### src/core/dio_pkg.sv
// constants, register map and carrier types for the digital io routing block
package dio_pkg;

  // timing
  localparam int unsigned CLK_HZ = 50_000_000;
  localparam int unsigned SAMPLE_PERIOD_US = 1000;
  localparam int unsigned SAMPLE_CYCLES = SAMPLE_PERIOD_US * (CLK_HZ / 1_000_000);
  localparam int unsigned ROUTED_FAST_HZ = 10_000;
  localparam int unsigned ROUTED_SLOW_HZ = 500;

  // register byte offsets on the axi4-lite bus
  localparam logic [7:0] OFF_IN_STATE = 8'h00;
  localparam logic [7:0] OFF_OUT_CMD = 8'h04;
  localparam logic [7:0] OFF_IN_SFE = 8'h08;
  localparam logic [7:0] OFF_IN_INV = 8'h0C;
  localparam logic [7:0] OFF_IN_FEN = 8'h10;
  localparam logic [7:0] OFF_IN_FVAL = 8'h14;
  localparam logic [7:0] OFF_IN_ROUTE_EN = 8'h18;
  localparam logic [7:0] OFF_IN_RAW = 8'h1C;
  localparam logic [7:0] OFF_OUT_SUB1 = 8'h20;
  localparam logic [7:0] OFF_OUT_POL = 8'h24;
  localparam logic [7:0] OFF_OUT_MAN = 8'h28;
  localparam logic [7:0] OFF_OUT_MANVAL = 8'h2C;
  localparam logic [7:0] OFF_OUT_SUB5 = 8'h30;
  localparam logic [7:0] OFF_OUT_ROUTE_EN = 8'h34;
  localparam logic [7:0] OFF_OUT_ROUTE0 = 8'h40;
  localparam logic [7:0] OFF_IN_ROUTE0 = 8'h80;

  // bus answers
  localparam logic [1:0] RESP_OKAY = 2'h0;
  localparam logic [1:0] RESP_SLVERR = 2'h2;

  // field positions
  localparam int unsigned NUM_IN_BITS = 32;
  localparam int unsigned NUM_PHYS = 16;
  localparam int unsigned NUM_OUT = 5;
  localparam int unsigned LEVEL_BASE = 16;
  localparam int unsigned NUM_SPECIAL_IN = 3;
  localparam int unsigned BRAKE_BIT = 0;
  localparam int unsigned CODE_INV_BIT = 7;
  localparam int unsigned ROUTE_SRC_LSB = 8;
  localparam int unsigned NUM_DIV = 7;

  // input source codes (lower seven bits)
  localparam logic [6:0] ISRC_ZERO = 7'h00;
  localparam logic [6:0] ISRC_PHYS_FIRST = 7'h01;
  localparam logic [6:0] ISRC_PHYS_LAST = 7'h10;
  localparam logic [6:0] ISRC_HALL_FIRST = 7'h41;
  localparam logic [6:0] ISRC_HALL_LAST = 7'h43;
  localparam logic [6:0] ISRC_ENC_FIRST = 7'h44;
  localparam logic [6:0] ISRC_ENC_LAST = 7'h46;
  localparam logic [6:0] ISRC_USB = 7'h47;
  localparam logic [6:0] ISRC_DIP_FIRST = 7'h49;
  localparam logic [6:0] ISRC_DIP_LAST = 7'h50;

  // output source codes (high byte of a route entry)
  localparam logic [7:0] OSRC_ONE = 8'h00;
  localparam logic [7:0] OSRC_ZERO = 8'h01;
  localparam logic [7:0] OSRC_ENC_FIRST = 8'h02;
  localparam logic [7:0] OSRC_ENC_LAST = 8'h08;
  localparam logic [7:0] OSRC_POS_FIRST = 8'h09;
  localparam logic [7:0] OSRC_POS_LAST = 8'h0F;

  typedef struct packed {
    logic [7:0] dip;
    logic usb;
    logic [2:0] enc;
    logic [2:0] hall;
    logic [15:0] phys;
  } in_pins_t;

endpackage

### src/core/pulse_divider.sv
// pulse train generator from a changing count, with power-of-two dividers
`timescale 1ns/1ps
module pulse_divider (
  input wire logic aclk,
  input wire logic aresetn,
  input wire logic ce,
  input wire logic [31:0] count_value,
  output logic [dio_pkg::NUM_DIV-1:0] train
);

  typedef struct packed {
    logic [31:0] last;
    logic [dio_pkg::NUM_DIV-1:0] steps;
  } pd_state_t;

  pd_state_t st_reg;
  pd_state_t st_next;

  // one step per cycle in which the count moves; bit k is the train divided by 2**k
  always_comb begin
    st_next = st_reg;
    st_next.last = count_value;
    if (count_value != st_reg.last) begin
      st_next.steps = st_reg.steps + 1'b1;
    end
  end

  always_ff @(posedge aclk) begin
    if (!aresetn) begin
      st_reg <= '0;
    end else if (ce) begin
      st_reg <= st_next;
    end
  end

  assign train = st_reg.steps;

endmodule

### src/core/dio_routing.sv
// digital input conditioning and routing, output command and routing, axi4-lite registers
//
// Behaviour
// - bit 16 holds conditioned input 1; bit 0 is its negative-limit special function.
// - while input routing is on, enable, invert and force entries are ignored.
// - switching input routing on preloads the table to mimic previous enable and invert settings; force entries are not carried over.
// - input route entry k selects the source of input state bit k.
// - input codes select zero, physical, hall, encoder, usb power or dip sources.
// - bit 7 of an input code inverts the source; 0x80 is constant one.
// - output n follows command bit 15+n; bits 0 to 15 are special functions.
// - command bit 0 controls the brake output.
// - polarity bit set makes a command one drive the output low.
// - manual-control bit set drives the output from the manual-value bit, brake included.
// - output control entries one and five are stored but act on nothing.
// - output routing enable overrides output control entries two to four.
// - route entries map to brake, output 1, output 2, output 3, output 4.
// - route entry is 16 bits: high byte source, low byte gating bit index.
// - gating bit one passes the signal; bit 7 set makes zero pass instead.
// - output source 0x00 is constant one, 0x01 constant zero.
// - sources 0x02 to 0x08 give the encoder train divided by 1 to 64.
// - sources 0x09 to 0x0F give the position train divided by 1 to 64.
// - brake and outputs 1 and 2 reach 10 kHz, others 500 Hz; no limit is applied here, all five outputs follow the trains every clock.
// - inputs are sampled once per millisecond; shorter pulses may be missed.
// - both words carry special functions in bits 0-15, levels in 16-31.
`timescale 1ns/1ps
module dio_routing #(
  parameter int unsigned SAMPLE_CYCLES = dio_pkg::SAMPLE_CYCLES
) (
  input wire logic aclk,
  input wire logic aresetn,
  input wire logic ce,
  input wire dio_pkg::in_pins_t in_pins,
  input wire logic [31:0] encoder_count_source,
  input wire logic [31:0] actual_position_source,
  output logic [dio_pkg::NUM_OUT-1:0] out_o,
  output logic [dio_pkg::NUM_OUT-1:0] out_oe,
  input wire logic [7:0] s_axi_awaddr,
  input wire logic s_axi_awvalid,
  output logic s_axi_awready,
  input wire logic [31:0] s_axi_wdata,
  input wire logic [3:0] s_axi_wstrb,
  input wire logic s_axi_wvalid,
  output logic s_axi_wready,
  output logic [1:0] s_axi_bresp,
  output logic s_axi_bvalid,
  input wire logic s_axi_bready,
  input wire logic [7:0] s_axi_araddr,
  input wire logic s_axi_arvalid,
  output logic s_axi_arready,
  output logic [31:0] s_axi_rdata,
  output logic [1:0] s_axi_rresp,
  output logic s_axi_rvalid,
  input wire logic s_axi_rready
);

  typedef struct packed {
    dio_pkg::in_pins_t sync1;
    dio_pkg::in_pins_t sync2;
    dio_pkg::in_pins_t sampled;
    logic [15:0] tick_cnt;
    logic tick;
    logic [31:0] in_state;
    logic [31:0] out_cmd;
    logic [31:0] in_sfe;
    logic [31:0] in_inv;
    logic [31:0] in_fen;
    logic [31:0] in_fval;
    logic in_route_en;
    logic [31:0][7:0] in_route;
    logic [31:0] out_sub1;
    logic [31:0] out_pol;
    logic [31:0] out_man;
    logic [31:0] out_manval;
    logic [31:0] out_sub5;
    logic out_route_en;
    logic [4:0][15:0] out_route;
    logic [4:0] out_level;
    logic aw_have;
    logic [7:0] aw_addr;
    logic w_have;
    logic [31:0] w_data;
    logic [3:0] w_strb;
    logic bvalid;
    logic [1:0] bresp;
    logic rvalid;
    logic [1:0] rresp;
    logic [31:0] rdata;
  } dio_state_t;

  dio_state_t st_reg;
  dio_state_t st_next;
  logic [dio_pkg::NUM_DIV-1:0] enc_train;
  logic [dio_pkg::NUM_DIV-1:0] pos_train;

  localparam logic [15:0] TICK_LAST = 16'(SAMPLE_CYCLES - 1);

  // byte-lane merge of a write into a stored word
  function automatic logic [31:0] merge(input logic [31:0] old, input logic [31:0] data,
                                        input logic [3:0] strb);
    logic [31:0] res;
    res = old;
    for (int b = 0; b < 4; b++) begin
      if (strb[b]) begin
        res[8*b +: 8] = data[8*b +: 8];
      end
    end
    return res;
  endfunction

  // input source code to level; undefined codes give 0 whatever bit 7 says
  function automatic logic in_source(input logic [7:0] code, input dio_pkg::in_pins_t p);
    logic [6:0] sel;
    logic lvl;
    logic ok;
    sel = code[6:0];
    lvl = 1'b0;
    ok = 1'b1;
    if (sel == dio_pkg::ISRC_ZERO) begin
      lvl = 1'b0;
    end else if (sel >= dio_pkg::ISRC_PHYS_FIRST && sel <= dio_pkg::ISRC_PHYS_LAST) begin
      lvl = p.phys[4'(sel - dio_pkg::ISRC_PHYS_FIRST)];
    end else if (sel >= dio_pkg::ISRC_HALL_FIRST && sel <= dio_pkg::ISRC_HALL_LAST) begin
      lvl = p.hall[2'(sel - dio_pkg::ISRC_HALL_FIRST)];
    end else if (sel >= dio_pkg::ISRC_ENC_FIRST && sel <= dio_pkg::ISRC_ENC_LAST) begin
      lvl = p.enc[2'(sel - dio_pkg::ISRC_ENC_FIRST)];
    end else if (sel == dio_pkg::ISRC_USB) begin
      lvl = p.usb;
    end else if (sel >= dio_pkg::ISRC_DIP_FIRST && sel <= dio_pkg::ISRC_DIP_LAST) begin
      lvl = p.dip[3'(sel - dio_pkg::ISRC_DIP_FIRST)];
    end else begin
      ok = 1'b0;
    end
    return ok & (lvl ^ code[dio_pkg::CODE_INV_BIT]);
  endfunction

  // output route entry to the ungated signal
  function automatic logic out_source(input logic [7:0] code,
                                      input logic [dio_pkg::NUM_DIV-1:0] enc,
                                      input logic [dio_pkg::NUM_DIV-1:0] pos);
    logic sig;
    sig = 1'b0;
    if (code == dio_pkg::OSRC_ONE) begin
      sig = 1'b1;
    end else if (code == dio_pkg::OSRC_ZERO) begin
      sig = 1'b0;
    end else if (code >= dio_pkg::OSRC_ENC_FIRST && code <= dio_pkg::OSRC_ENC_LAST) begin
      sig = enc[3'(code - dio_pkg::OSRC_ENC_FIRST)];
    end else if (code >= dio_pkg::OSRC_POS_FIRST && code <= dio_pkg::OSRC_POS_LAST) begin
      sig = pos[3'(code - dio_pkg::OSRC_POS_FIRST)];
    end else begin
      sig = 1'b0;
    end
    return sig;
  endfunction

  // trains run at the clock rate, far above both routed frequency limits
  pulse_divider enc_div (
    .aclk(aclk),
    .aresetn(aresetn),
    .ce(ce),
    .count_value(encoder_count_source),
    .train(enc_train)
  );

  pulse_divider pos_div (
    .aclk(aclk),
    .aresetn(aresetn),
    .ce(ce),
    .count_value(actual_position_source),
    .train(pos_train)
  );

  always_comb begin
    logic [31:0] word;
    logic [31:0] wval;
    logic [4:0] ci;
    logic [7:0] gidx;
    logic gate;
    logic lvl;
    word = '0;
    wval = '0;
    ci = '0;
    gidx = '0;
    gate = 1'b0;
    lvl = 1'b0;
    st_next = st_reg;

    // pin synchroniser, then the millisecond sample
    st_next.sync1 = in_pins;
    st_next.sync2 = st_reg.sync1;
    st_next.tick = (st_reg.tick_cnt == TICK_LAST);
    st_next.tick_cnt = st_next.tick ? 16'h0000 : st_reg.tick_cnt + 16'h0001;
    if (st_reg.tick) begin
      st_next.sampled = st_reg.sync2;
    end

    // input state word, rebuilt from the latest sample
    if (st_reg.in_route_en) begin
      for (int k = 0; k < 32; k++) begin
        word[k] = in_source(st_reg.in_route[k], st_reg.sampled);
      end
    end else begin
      for (int i = 0; i < dio_pkg::NUM_PHYS; i++) begin
        lvl = st_reg.in_fen[dio_pkg::LEVEL_BASE + i] ? st_reg.in_fval[dio_pkg::LEVEL_BASE + i]
            : st_reg.sampled.phys[i] ^ st_reg.in_inv[dio_pkg::LEVEL_BASE + i];
        word[dio_pkg::LEVEL_BASE + i] = lvl;
      end
      for (int i = 0; i < dio_pkg::NUM_SPECIAL_IN; i++) begin
        lvl = st_reg.in_fen[i] ? st_reg.in_fval[i] : st_reg.sampled.phys[i] ^ st_reg.in_inv[i];
        word[i] = st_reg.in_sfe[i] & lvl;
      end
    end
    st_next.in_state = word;

    // outputs: brake on bit 0, output n on bit 15+n
    for (int n = 0; n < dio_pkg::NUM_OUT; n++) begin
      ci = (n == 0) ? 5'(dio_pkg::BRAKE_BIT) : 5'(dio_pkg::LEVEL_BASE + n - 1);
      if (st_reg.out_route_en) begin
        gidx = st_reg.out_route[n][7:0];
        gate = (gidx[6:5] == 2'b00) ? st_reg.out_cmd[gidx[4:0]] : 1'b0;
        gate = gate ^ gidx[dio_pkg::CODE_INV_BIT];
        st_next.out_level[n] = gate
            & out_source(st_reg.out_route[n][15:dio_pkg::ROUTE_SRC_LSB], enc_train, pos_train);
      end else if (st_reg.out_man[ci]) begin
        st_next.out_level[n] = st_reg.out_manval[ci];
      end else begin
        st_next.out_level[n] = st_reg.out_cmd[ci] ^ st_reg.out_pol[ci];
      end
    end

    // axi4-lite write: address and data taken in either order
    if (s_axi_awvalid && !st_reg.aw_have && !st_reg.bvalid) begin
      st_next.aw_have = 1'b1;
      st_next.aw_addr = s_axi_awaddr;
    end
    if (s_axi_wvalid && !st_reg.w_have && !st_reg.bvalid) begin
      st_next.w_have = 1'b1;
      st_next.w_data = s_axi_wdata;
      st_next.w_strb = s_axi_wstrb;
    end
    if (st_reg.bvalid && s_axi_bready) begin
      st_next.bvalid = 1'b0;
    end
    if (st_reg.aw_have && st_reg.w_have) begin
      st_next.aw_have = 1'b0;
      st_next.w_have = 1'b0;
      st_next.bvalid = 1'b1;
      st_next.bresp = dio_pkg::RESP_OKAY;
      if (st_reg.aw_addr[7]) begin
        wval = merge({24'h000000, st_reg.in_route[st_reg.aw_addr[6:2]]}, st_reg.w_data,
                     st_reg.w_strb);
        st_next.in_route[st_reg.aw_addr[6:2]] = wval[7:0];
      end else begin
        unique case ({st_reg.aw_addr[7:2], 2'b00})
          dio_pkg::OFF_OUT_CMD:
            st_next.out_cmd = merge(st_reg.out_cmd, st_reg.w_data, st_reg.w_strb);
          dio_pkg::OFF_IN_SFE:
            st_next.in_sfe = merge(st_reg.in_sfe, st_reg.w_data, st_reg.w_strb);
          dio_pkg::OFF_IN_INV:
            st_next.in_inv = merge(st_reg.in_inv, st_reg.w_data, st_reg.w_strb);
          dio_pkg::OFF_IN_FEN:
            st_next.in_fen = merge(st_reg.in_fen, st_reg.w_data, st_reg.w_strb);
          dio_pkg::OFF_IN_FVAL:
            st_next.in_fval = merge(st_reg.in_fval, st_reg.w_data, st_reg.w_strb);
          dio_pkg::OFF_IN_ROUTE_EN: begin
            if (st_reg.w_strb[0]) begin
              st_next.in_route_en = st_reg.w_data[0];
              if (st_reg.w_data[0] && !st_reg.in_route_en) begin
                // preload so every input keeps its former enable and invert meaning; forces are not carried over
                for (int k = 0; k < 32; k++) begin
                  st_next.in_route[k] = 8'h00;
                end
                for (int i = 0; i < dio_pkg::NUM_SPECIAL_IN; i++) begin
                  st_next.in_route[i] = st_reg.in_sfe[i]
                      ? {st_reg.in_inv[i], 7'(dio_pkg::ISRC_PHYS_FIRST + i)} : 8'h00;
                end
                for (int i = 0; i < dio_pkg::NUM_PHYS; i++) begin
                  st_next.in_route[dio_pkg::LEVEL_BASE + i] =
                      {st_reg.in_inv[dio_pkg::LEVEL_BASE + i], 7'(dio_pkg::ISRC_PHYS_FIRST + i)};
                end
              end
            end
          end
          dio_pkg::OFF_OUT_SUB1:
            st_next.out_sub1 = merge(st_reg.out_sub1, st_reg.w_data, st_reg.w_strb);
          dio_pkg::OFF_OUT_POL:
            st_next.out_pol = merge(st_reg.out_pol, st_reg.w_data, st_reg.w_strb);
          dio_pkg::OFF_OUT_MAN:
            st_next.out_man = merge(st_reg.out_man, st_reg.w_data, st_reg.w_strb);
          dio_pkg::OFF_OUT_MANVAL:
            st_next.out_manval = merge(st_reg.out_manval, st_reg.w_data, st_reg.w_strb);
          dio_pkg::OFF_OUT_SUB5:
            st_next.out_sub5 = merge(st_reg.out_sub5, st_reg.w_data, st_reg.w_strb);
          dio_pkg::OFF_OUT_ROUTE_EN: begin
            if (st_reg.w_strb[0]) begin
              st_next.out_route_en = st_reg.w_data[0];
            end
          end
          default: begin
            if (st_reg.aw_addr >= dio_pkg::OFF_OUT_ROUTE0
                && st_reg.aw_addr < dio_pkg::OFF_OUT_ROUTE0 + 8'(4 * dio_pkg::NUM_OUT)) begin
              wval = merge({16'h0000, st_reg.out_route[3'(st_reg.aw_addr[4:2])]},
                           st_reg.w_data, st_reg.w_strb);
              st_next.out_route[3'(st_reg.aw_addr[4:2])] = wval[15:0];
            end else if (st_reg.aw_addr[7:2] != dio_pkg::OFF_IN_STATE[7:2]
                         && st_reg.aw_addr[7:2] != dio_pkg::OFF_IN_RAW[7:2]) begin
              st_next.bresp = dio_pkg::RESP_SLVERR;
            end
          end
        endcase
      end
    end

    // axi4-lite read
    if (st_reg.rvalid && s_axi_rready) begin
      st_next.rvalid = 1'b0;
    end
    if (s_axi_arvalid && !st_reg.rvalid) begin
      st_next.rvalid = 1'b1;
      st_next.rresp = dio_pkg::RESP_OKAY;
      st_next.rdata = 32'h00000000;
      if (s_axi_araddr[7]) begin
        st_next.rdata = {24'h000000, st_reg.in_route[s_axi_araddr[6:2]]};
      end else begin
        unique case ({s_axi_araddr[7:2], 2'b00})
          dio_pkg::OFF_IN_STATE: st_next.rdata = st_reg.in_state;
          dio_pkg::OFF_OUT_CMD: st_next.rdata = st_reg.out_cmd;
          dio_pkg::OFF_IN_SFE: st_next.rdata = st_reg.in_sfe;
          dio_pkg::OFF_IN_INV: st_next.rdata = st_reg.in_inv;
          dio_pkg::OFF_IN_FEN: st_next.rdata = st_reg.in_fen;
          dio_pkg::OFF_IN_FVAL: st_next.rdata = st_reg.in_fval;
          dio_pkg::OFF_IN_ROUTE_EN: st_next.rdata = {31'h00000000, st_reg.in_route_en};
          dio_pkg::OFF_IN_RAW: st_next.rdata = {16'h0000, st_reg.sync2.phys};
          dio_pkg::OFF_OUT_SUB1: st_next.rdata = st_reg.out_sub1;
          dio_pkg::OFF_OUT_POL: st_next.rdata = st_reg.out_pol;
          dio_pkg::OFF_OUT_MAN: st_next.rdata = st_reg.out_man;
          dio_pkg::OFF_OUT_MANVAL: st_next.rdata = st_reg.out_manval;
          dio_pkg::OFF_OUT_SUB5: st_next.rdata = st_reg.out_sub5;
          dio_pkg::OFF_OUT_ROUTE_EN: st_next.rdata = {31'h00000000, st_reg.out_route_en};
          default: begin
            if (s_axi_araddr >= dio_pkg::OFF_OUT_ROUTE0
                && s_axi_araddr < dio_pkg::OFF_OUT_ROUTE0 + 8'(4 * dio_pkg::NUM_OUT)) begin
              st_next.rdata = {16'h0000, st_reg.out_route[3'(s_axi_araddr[4:2])]};
            end else begin
              st_next.rresp = dio_pkg::RESP_SLVERR;
            end
          end
        endcase
      end
    end
  end

  always_ff @(posedge aclk) begin
    if (!aresetn) begin
      st_reg <= '0;
    end else if (ce) begin
      st_reg <= st_next;
    end
  end

  // open drain: enable pulls the pin low for a low level
  assign out_o = '0;
  assign out_oe = ~st_reg.out_level;

  assign s_axi_awready = !st_reg.aw_have && !st_reg.bvalid;
  assign s_axi_wready = !st_reg.w_have && !st_reg.bvalid;
  assign s_axi_bvalid = st_reg.bvalid;
  assign s_axi_bresp = st_reg.bresp;
  assign s_axi_arready = !st_reg.rvalid;
  assign s_axi_rvalid = st_reg.rvalid;
  assign s_axi_rresp = st_reg.rresp;
  assign s_axi_rdata = st_reg.rdata;

endmodule

### config.mk
export PLATFORM = sky130hd
export DESIGN_NAME = dio_routing
export DESIGN_NICKNAME = d
export VERILOG_FILES = /design/src/core/dio_pkg.sv /design/src/core/pulse_divider.sv /design/src/core/dio_routing.sv
export SDC_FILE = /design/constraint.sdc
export NUM_CORES = 2
export LEC_CHECK = 0
export ABC_AREA = 0
export BUFFER_PORTS_ARGS = -buffer_cell sky130_fd_sc_hd__buf_2
export CAP_MARGIN = 10
export CORE_MARGIN = 8
export CORE_UTILIZATION = 30
export DETAILED_ROUTE_END_ITERATION = 7
export GPL_ROUTABILITY_DRIVEN = 0
export PLACE_DENSITY = 0.53
export SKIP_LAST_GASP = 1
export SLEW_MARGIN = 15
export SYNTH_ARGS = -nofsm -noshare
export SYNTH_HDL_FRONTEND = slang
export SYNTH_SLANG_ARGS = --single-unit
### constraint.sdc
create_clock -name aclk -period 4.7 [get_ports aclk]
set_input_delay 0.705 -clock aclk [delete_from_list [all_inputs] [get_ports aclk]]
set_output_delay 0.705 -clock aclk [all_outputs]
set_load 0.05 [all_outputs]
-- Yosys cells after proc, flatten, opt, wreduce, memory -nomap -nowiden
Index checks and enable logic that the tools add are counted.
- logic and storage cells: 1968
- input port bits: 155
- output and inout port bits: 51
- flip-flop bits (word level): 967
- reduce and logical (&&, ||, !) cells: 267
- $lt $le $gt $ge: 429
- muxes and demuxes: 849
- equality and inequality tests: 66
- $add $sub $neg: 141
- bitwise gates (word level): 104
- operator list (operator ; count):
    $mux 256 ; 4
    $ge 7x7->1 const B ; 96
    $le 7x7->1 const B ; 96
    $mux 1 ; 654
    $pmux 32 s14 ; 1
    $bwmux 256 ; 1
    $eq 7x7->1 const B ; 32
    $ge 7x1->1 const B ; 32
    $le 7x5->1 const B ; 32
    $logic_not 7->1 ; 32
    $reduce_and 5->1 ; 44
    $lt 2x3->1 const B ; 64
    $lt 3x4->1 const B ; 44
    $lt 4x5->1 const B ; 32
    $logic_and 1x1->1 ; 154
    $mux 8 ; 19
    $bmux 1 s2 ; 64
    $bmux 1 s4 ; 32
    $sub 2x1->2 const B ; 64
    $sub 4x1->4 const B ; 32
    $bmux 1 s3 ; 42
    $sub 3x1->3 const B ; 37
    $bmux 16 s3 ; 2
    $mux 16 ; 6
    44 further kinds ; 240

-- Depth between registers and ports, before layout
- word-level depth: 13
- mapped depth: 14
- mapped depth without buffers: 9

-- Modules after synthesis
A second synthesis with hierarchy kept.
- cells, all modules: 7323
- area, all modules: 62817.7 um^2
- modules (own cells, without submodules) (module ; instances ; seq. area each (um^2) ; cells an instance ; area each (um^2)):
    dio_routing ; 1 ; 17717.0 ; 6931 ; 58828.9
    pulse_divider ; 2 ; 780.7 ; 196 ; 1994.4

-- Least setup slack after synthesis
Ideal clock, no wire load.
- path kind: register to register
- from: register st_reg[530] (netlist bit)
- to: register st_reg[772] (netlist bit)
- cell stages (with the launch flop): 11
- slack: 1.231 ns
- required time: 4.621 ns
- library setup time: 0.079 ns
- arrival: 3.390 ns
- clock period less this slack: 3.469 ns
- buffers on the path: 3
- path through: dfxtp_1 > buf_4 > clkbuf_1 > inv_1 > ha_1 > clkbuf_1 > mux4_2 > mux4_2 > a221oi_1 > or4b_2 > o211ai_1
- longest elaborated chain between the ends: 13
- elaborated cells on any way between the ends: 43
- those cells by class: 4 x add/sub; 8 x order compare; 1 x eq/ne; 23 x mux; 2 x bitwise; 5 x reduce/logical
- RTL lines (item ; RTL line ; source):
    from (decl) ; dio_routing.sv:90 ; dio_state_t st_reg;
    from (signal assigned) ; dio_routing.sv:357 ; st_reg <= st_next;
    $sub 3x1->3 ; dio_routing.sv:129 ; lvl = p.dip[3'(sel - dio_pkg::ISRC_DIP_FIRST)];
    $bmux 1 s3 ; dio_routing.sv:129 ;
    $mux 1 (not written as such) ; dio_routing.sv:129 ;
    $mux 1 ; dio_routing.sv:128 ; end else if (sel >= dio_pkg::ISRC_DIP_FIRST && sel <= dio_pkg::ISRC_DIP_LAST) begin
    $mux 1 ; dio_routing.sv:126 ; end else if (sel == dio_pkg::ISRC_USB) begin
    $mux 1 ; dio_routing.sv:124 ; end else if (sel >= dio_pkg::ISRC_ENC_FIRST && sel <= dio_pkg::ISRC_ENC_LAST) begin
    $mux 1 ; dio_routing.sv:122 ; end else if (sel >= dio_pkg::ISRC_HALL_FIRST && sel <= dio_pkg::ISRC_HALL_LAST) begin
    $mux 1 ; dio_routing.sv:120 ; end else if (sel >= dio_pkg::ISRC_PHYS_FIRST && sel <= dio_pkg::ISRC_PHYS_LAST) begin
    $mux 1 ; dio_routing.sv:118 ; if (sel == dio_pkg::ISRC_ZERO) begin
    $mux 1 ; dio_routing.sv:198 ; if (st_reg.in_route_en) begin
    $xor 1x1->1 ; dio_routing.sv:133 ; return ok & (lvl ^ code[dio_pkg::CODE_INV_BIT]);
    $and 1x1->1 * ; dio_routing.sv:133 ;
    $mux 16 * ; dio_routing.sv:198 ;
Every way passes the cells marked *; elsewhere a longest branch is shown, timed or not. The select of a mux whose other input is x is not followed.
A chain may end at the register's enable or synchronous reset.

-- Worst setup path in the final report
- from: register st_reg[515] (netlist bit)
- to: register st_reg[770] (netlist bit)
The elaborated chain is that of the path after synthesis.

==> flow_metrics.env <==
export IMPL_drt_total_wl_um=272000
export IMPL_hold_class="input port to flip-flop"
export IMPL_tns_ns=0
export IMPL_syn_area_um2=62600
export IMPL_dr_pass1_iters=8
export IMPL_utilization=0.336
export IMPL_largest_reg_flops=818
export IMPL_yosysSeqAreaShare=0.308
export IMPL_fmax_mhz=249
export IMPL_cts_path_max_buffers=3
export IMPL_cp_slowest_cell="a221oi_1"
export IMPL_drv_slew=0
export IMPL_setup_viol=0
export IMPL_postRouteAntennaNets=0
export IMPL_critical_path_top_delay_family="multiplexers"
export IMPL_cp_cell_sequence="inv_1, ha_1, mux4_2, mux4_2, a221oi_1, or4b_2, o211ai_1"
export IMPL_area_growth_pct=11.5
export IMPL_syn_inst=7297
export IMPL_synth_top_cell_by_area="dfxtp_1"
export IMPL_run_status="finished, violations left"
export IMPL_critPathLaunchType="flip-flop"
export IMPL_grt_pass1_vias=55200
export IMPL_cts_resized=0
export IMPL_layout_nets=7398
export IMPL_clk_pin_slew_ns=0.06
export IMPL_start_util=0.302
export IMPL_hold_violations=0
export IMPL_drive_gt1_frac=0.162
export IMPL_overflow=0
export IMPL_drt_iter0_markers=8693
export IMPL_yosysUniqueCellTypes=93
export IMPL_setup_slack_ns=0.678
export IMPL_clock_sinks=963
export IMPL_worstPathRequired_ns=5.40
export IMPL_mostFrequentLayoutCells="nand2_1 (1182), dfxtp_1 (952), a21oi_1 (711), nand3_1 (422), mux4_2 (412)"
export IMPL_finClkSkew_ns=0.0618
export IMPL_coreArea_um2=207000
export IMPL_synth_top_area_frac=0.308
export IMPL_hpwl_um=193000
export IMPL_via_per_inst=5.99
export IMPL_htree_levels=3
export IMPL_ir_drop_mv=0.301
export IMPL_io_pins=206
export IMPL_failed_checks="design-rule violations"
export IMPL_cts_tree="yes"
export IMPL_yosys_top_cells_area="dfxtp_1 (31%), mux4_2 (15%), nand2_1 (7.1%), a21oi_1 (5.7%), mux2i_1 (4.3%)"
export IMPL_avgSynthCellArea_um2=8.57
export IMPL_antenna_found_initial=42
export IMPL_rows=167
export IMPL_clkLatencyLatePin_ns=0.78
export IMPL_vias=59800
export IMPL_cts_buffers=111
export IMPL_synth_warnings=0
export IMPL_synth_edff_count=0
export IMPL_cts_hold_buf=0
export IMPL_mostFrequentLayoutCell="nand2_1"
export IMPL_die_area_um2=223000
export IMPL_min_period_ns=4.02
export IMPL_synth_flop_cell="dfxtp_1"
export IMPL_cp_num_buf_inv=1
export IMPL_period_share=0.856
export IMPL_drc=2
export IMPL_grt_max_degree=162
export IMPL_port_buffer_count=194
export IMPL_worstPathMaxFanout=11
export IMPL_cts_setup_buffers=0
export IMPL_rsz0062_at_grt="no"
export IMPL_slowest_delay_ns=0.89
export IMPL_power_density_nw_per_um2=268
export IMPL_synth_seq_cells=963
export IMPL_die_x_um=473
export IMPL_async_flop_share=0
export IMPL_grt_usage=0.231
export IMPL_cap_violations=0
export IMPL_avgRoutedWirePerCell_um=27.3
export IMPL_die_h_um=473
export IMPL_max_slew_margin=0.172
export IMPL_cts_root_buf="clkbuf_16"
export IMPL_arrival_ns=4.72
export IMPL_crit_top_cell="mux4_2"
export IMPL_grt_pass1_wl_um=391000
export IMPL_total_leakage_power_nw=23.6
export IMPL_tightest_slew_ns=1.24
export IMPL_critPathKind="flip-flop to flip-flop"
export IMPL_end_kind="flip-flop"
export IMPL_pre_cts_slack_ns=0.897
[power breakdown]
group	total [mW]	internal (mW)	switching, mW
Sequential	8.41	8.25	0.151
Clock	9.18	5.28	3.89
Combinational	1.14	0.351	0.790
Total	18.7	13.9	4.83
[final cells by class]
type                            instances  area [µm²]
Antenna cell                           22        55.1
Clock buffer                          159        3270
Clock inverter                         42         554
Fill cell                           21600      138000
Inverter                              132         503
Multi-Input combinational cell       5442       39600
Sequential cell                       963       19300
Tap cell                             2788        3490
Timing Repair Buffer                  437        2970
[kinds of logic (layout without fill, tap and decap cells)]
logic type	Yosys count	in the layout	synth area share
xor+xnor	200	200	0.0280
compound gates	1706	1706	0.162
fa+ha+maj	156	156	0.0312
other cells	1	29	0.0000599
buf+inv	898	770	0.0613
flops	963	963	0.308
mux	761	761	0.215
simple gates	2612	2612	0.194
[stage by stage]
stage | std cells | instance area (µm²) | power [mW] | hold WS (ns)
after CTS | 9963 | 69700 | 18.8 | 0.118
after floorplan | 7303 | 62600 | 9.23 | 0.424
after global routing | 9972 | 69700 | 19.2 | 0.155
after global placement | 9762 | 65900 | 9.68 | 0.441
final | 9985 | 69700 | 18.7 | 0.164
after detailed placement | 9762 | 65900 | 9.70 | 0.445
[tightest hold or removal path: cells and delay by family]
kind                   cells  cell delay, ns
AND/OR/NAND/NOR            1            0.05
buffers and inverters      1            0.10
AO/OA/AOI/OAI              1            0.05
[synthesized netlist by cell type (21+ instances only)]
library cell	instances
ha_1	156
nand4_1	39
xor2_1	102
nand3_1	424
or4_1	21
o211ai_1	25
nor4_1	53
o22ai_1	48
a211oi_1	33
buf_2	42
nand3b_1	38
a22o_1	21
buf_1	60
o31ai_1	34
a21oi_1	711
nand2_1	1182
mux4_1	38
xnor2_1	98
nor3b_1	32
a22oi_1	147
mux4_2	412
clkbuf_1	582
mux2_2	39
or3_1	34
o21ai_0	405
nor2_1	374
mux2i_1	270
a31oi_1	55
nand2b_1	50
dfxtp_1	963
inv_1	131
and3_1	27
nor3_1	125
buf_4	61
nor2b_1	91
a221oi_1	21
[final timing paths]
kind	slack, ns	cells past startpoint	end	start
min	0.16	3	st_reg[46]$_SDFFE_PN0P_	s_axi_wdata[4]
max	0.68	7	st_reg[770]$_SDFFE_PN0P_	st_reg[515]$_SDFFE_PN0P_
max reg2reg	0.68	7	st_reg[770]$_SDFFE_PN0P_	st_reg[515]$_SDFFE_PN0P_
min reg2reg	0.45	2	st_reg[40]$_SDFFE_PN0P_	st_reg[40]$_SDFFE_PN0P_
[metal layers]
layer	up-vias	track usage	share of wire
met5	-	0	0.00082
met4	36	0.133	0.070
met3	818	0.0712	0.13
li1	26100	-	-
met1	29000	0.304	0.39
met2	3897	0.333	0.41
No activity file was read; power rests on OpenSTA's default activity.
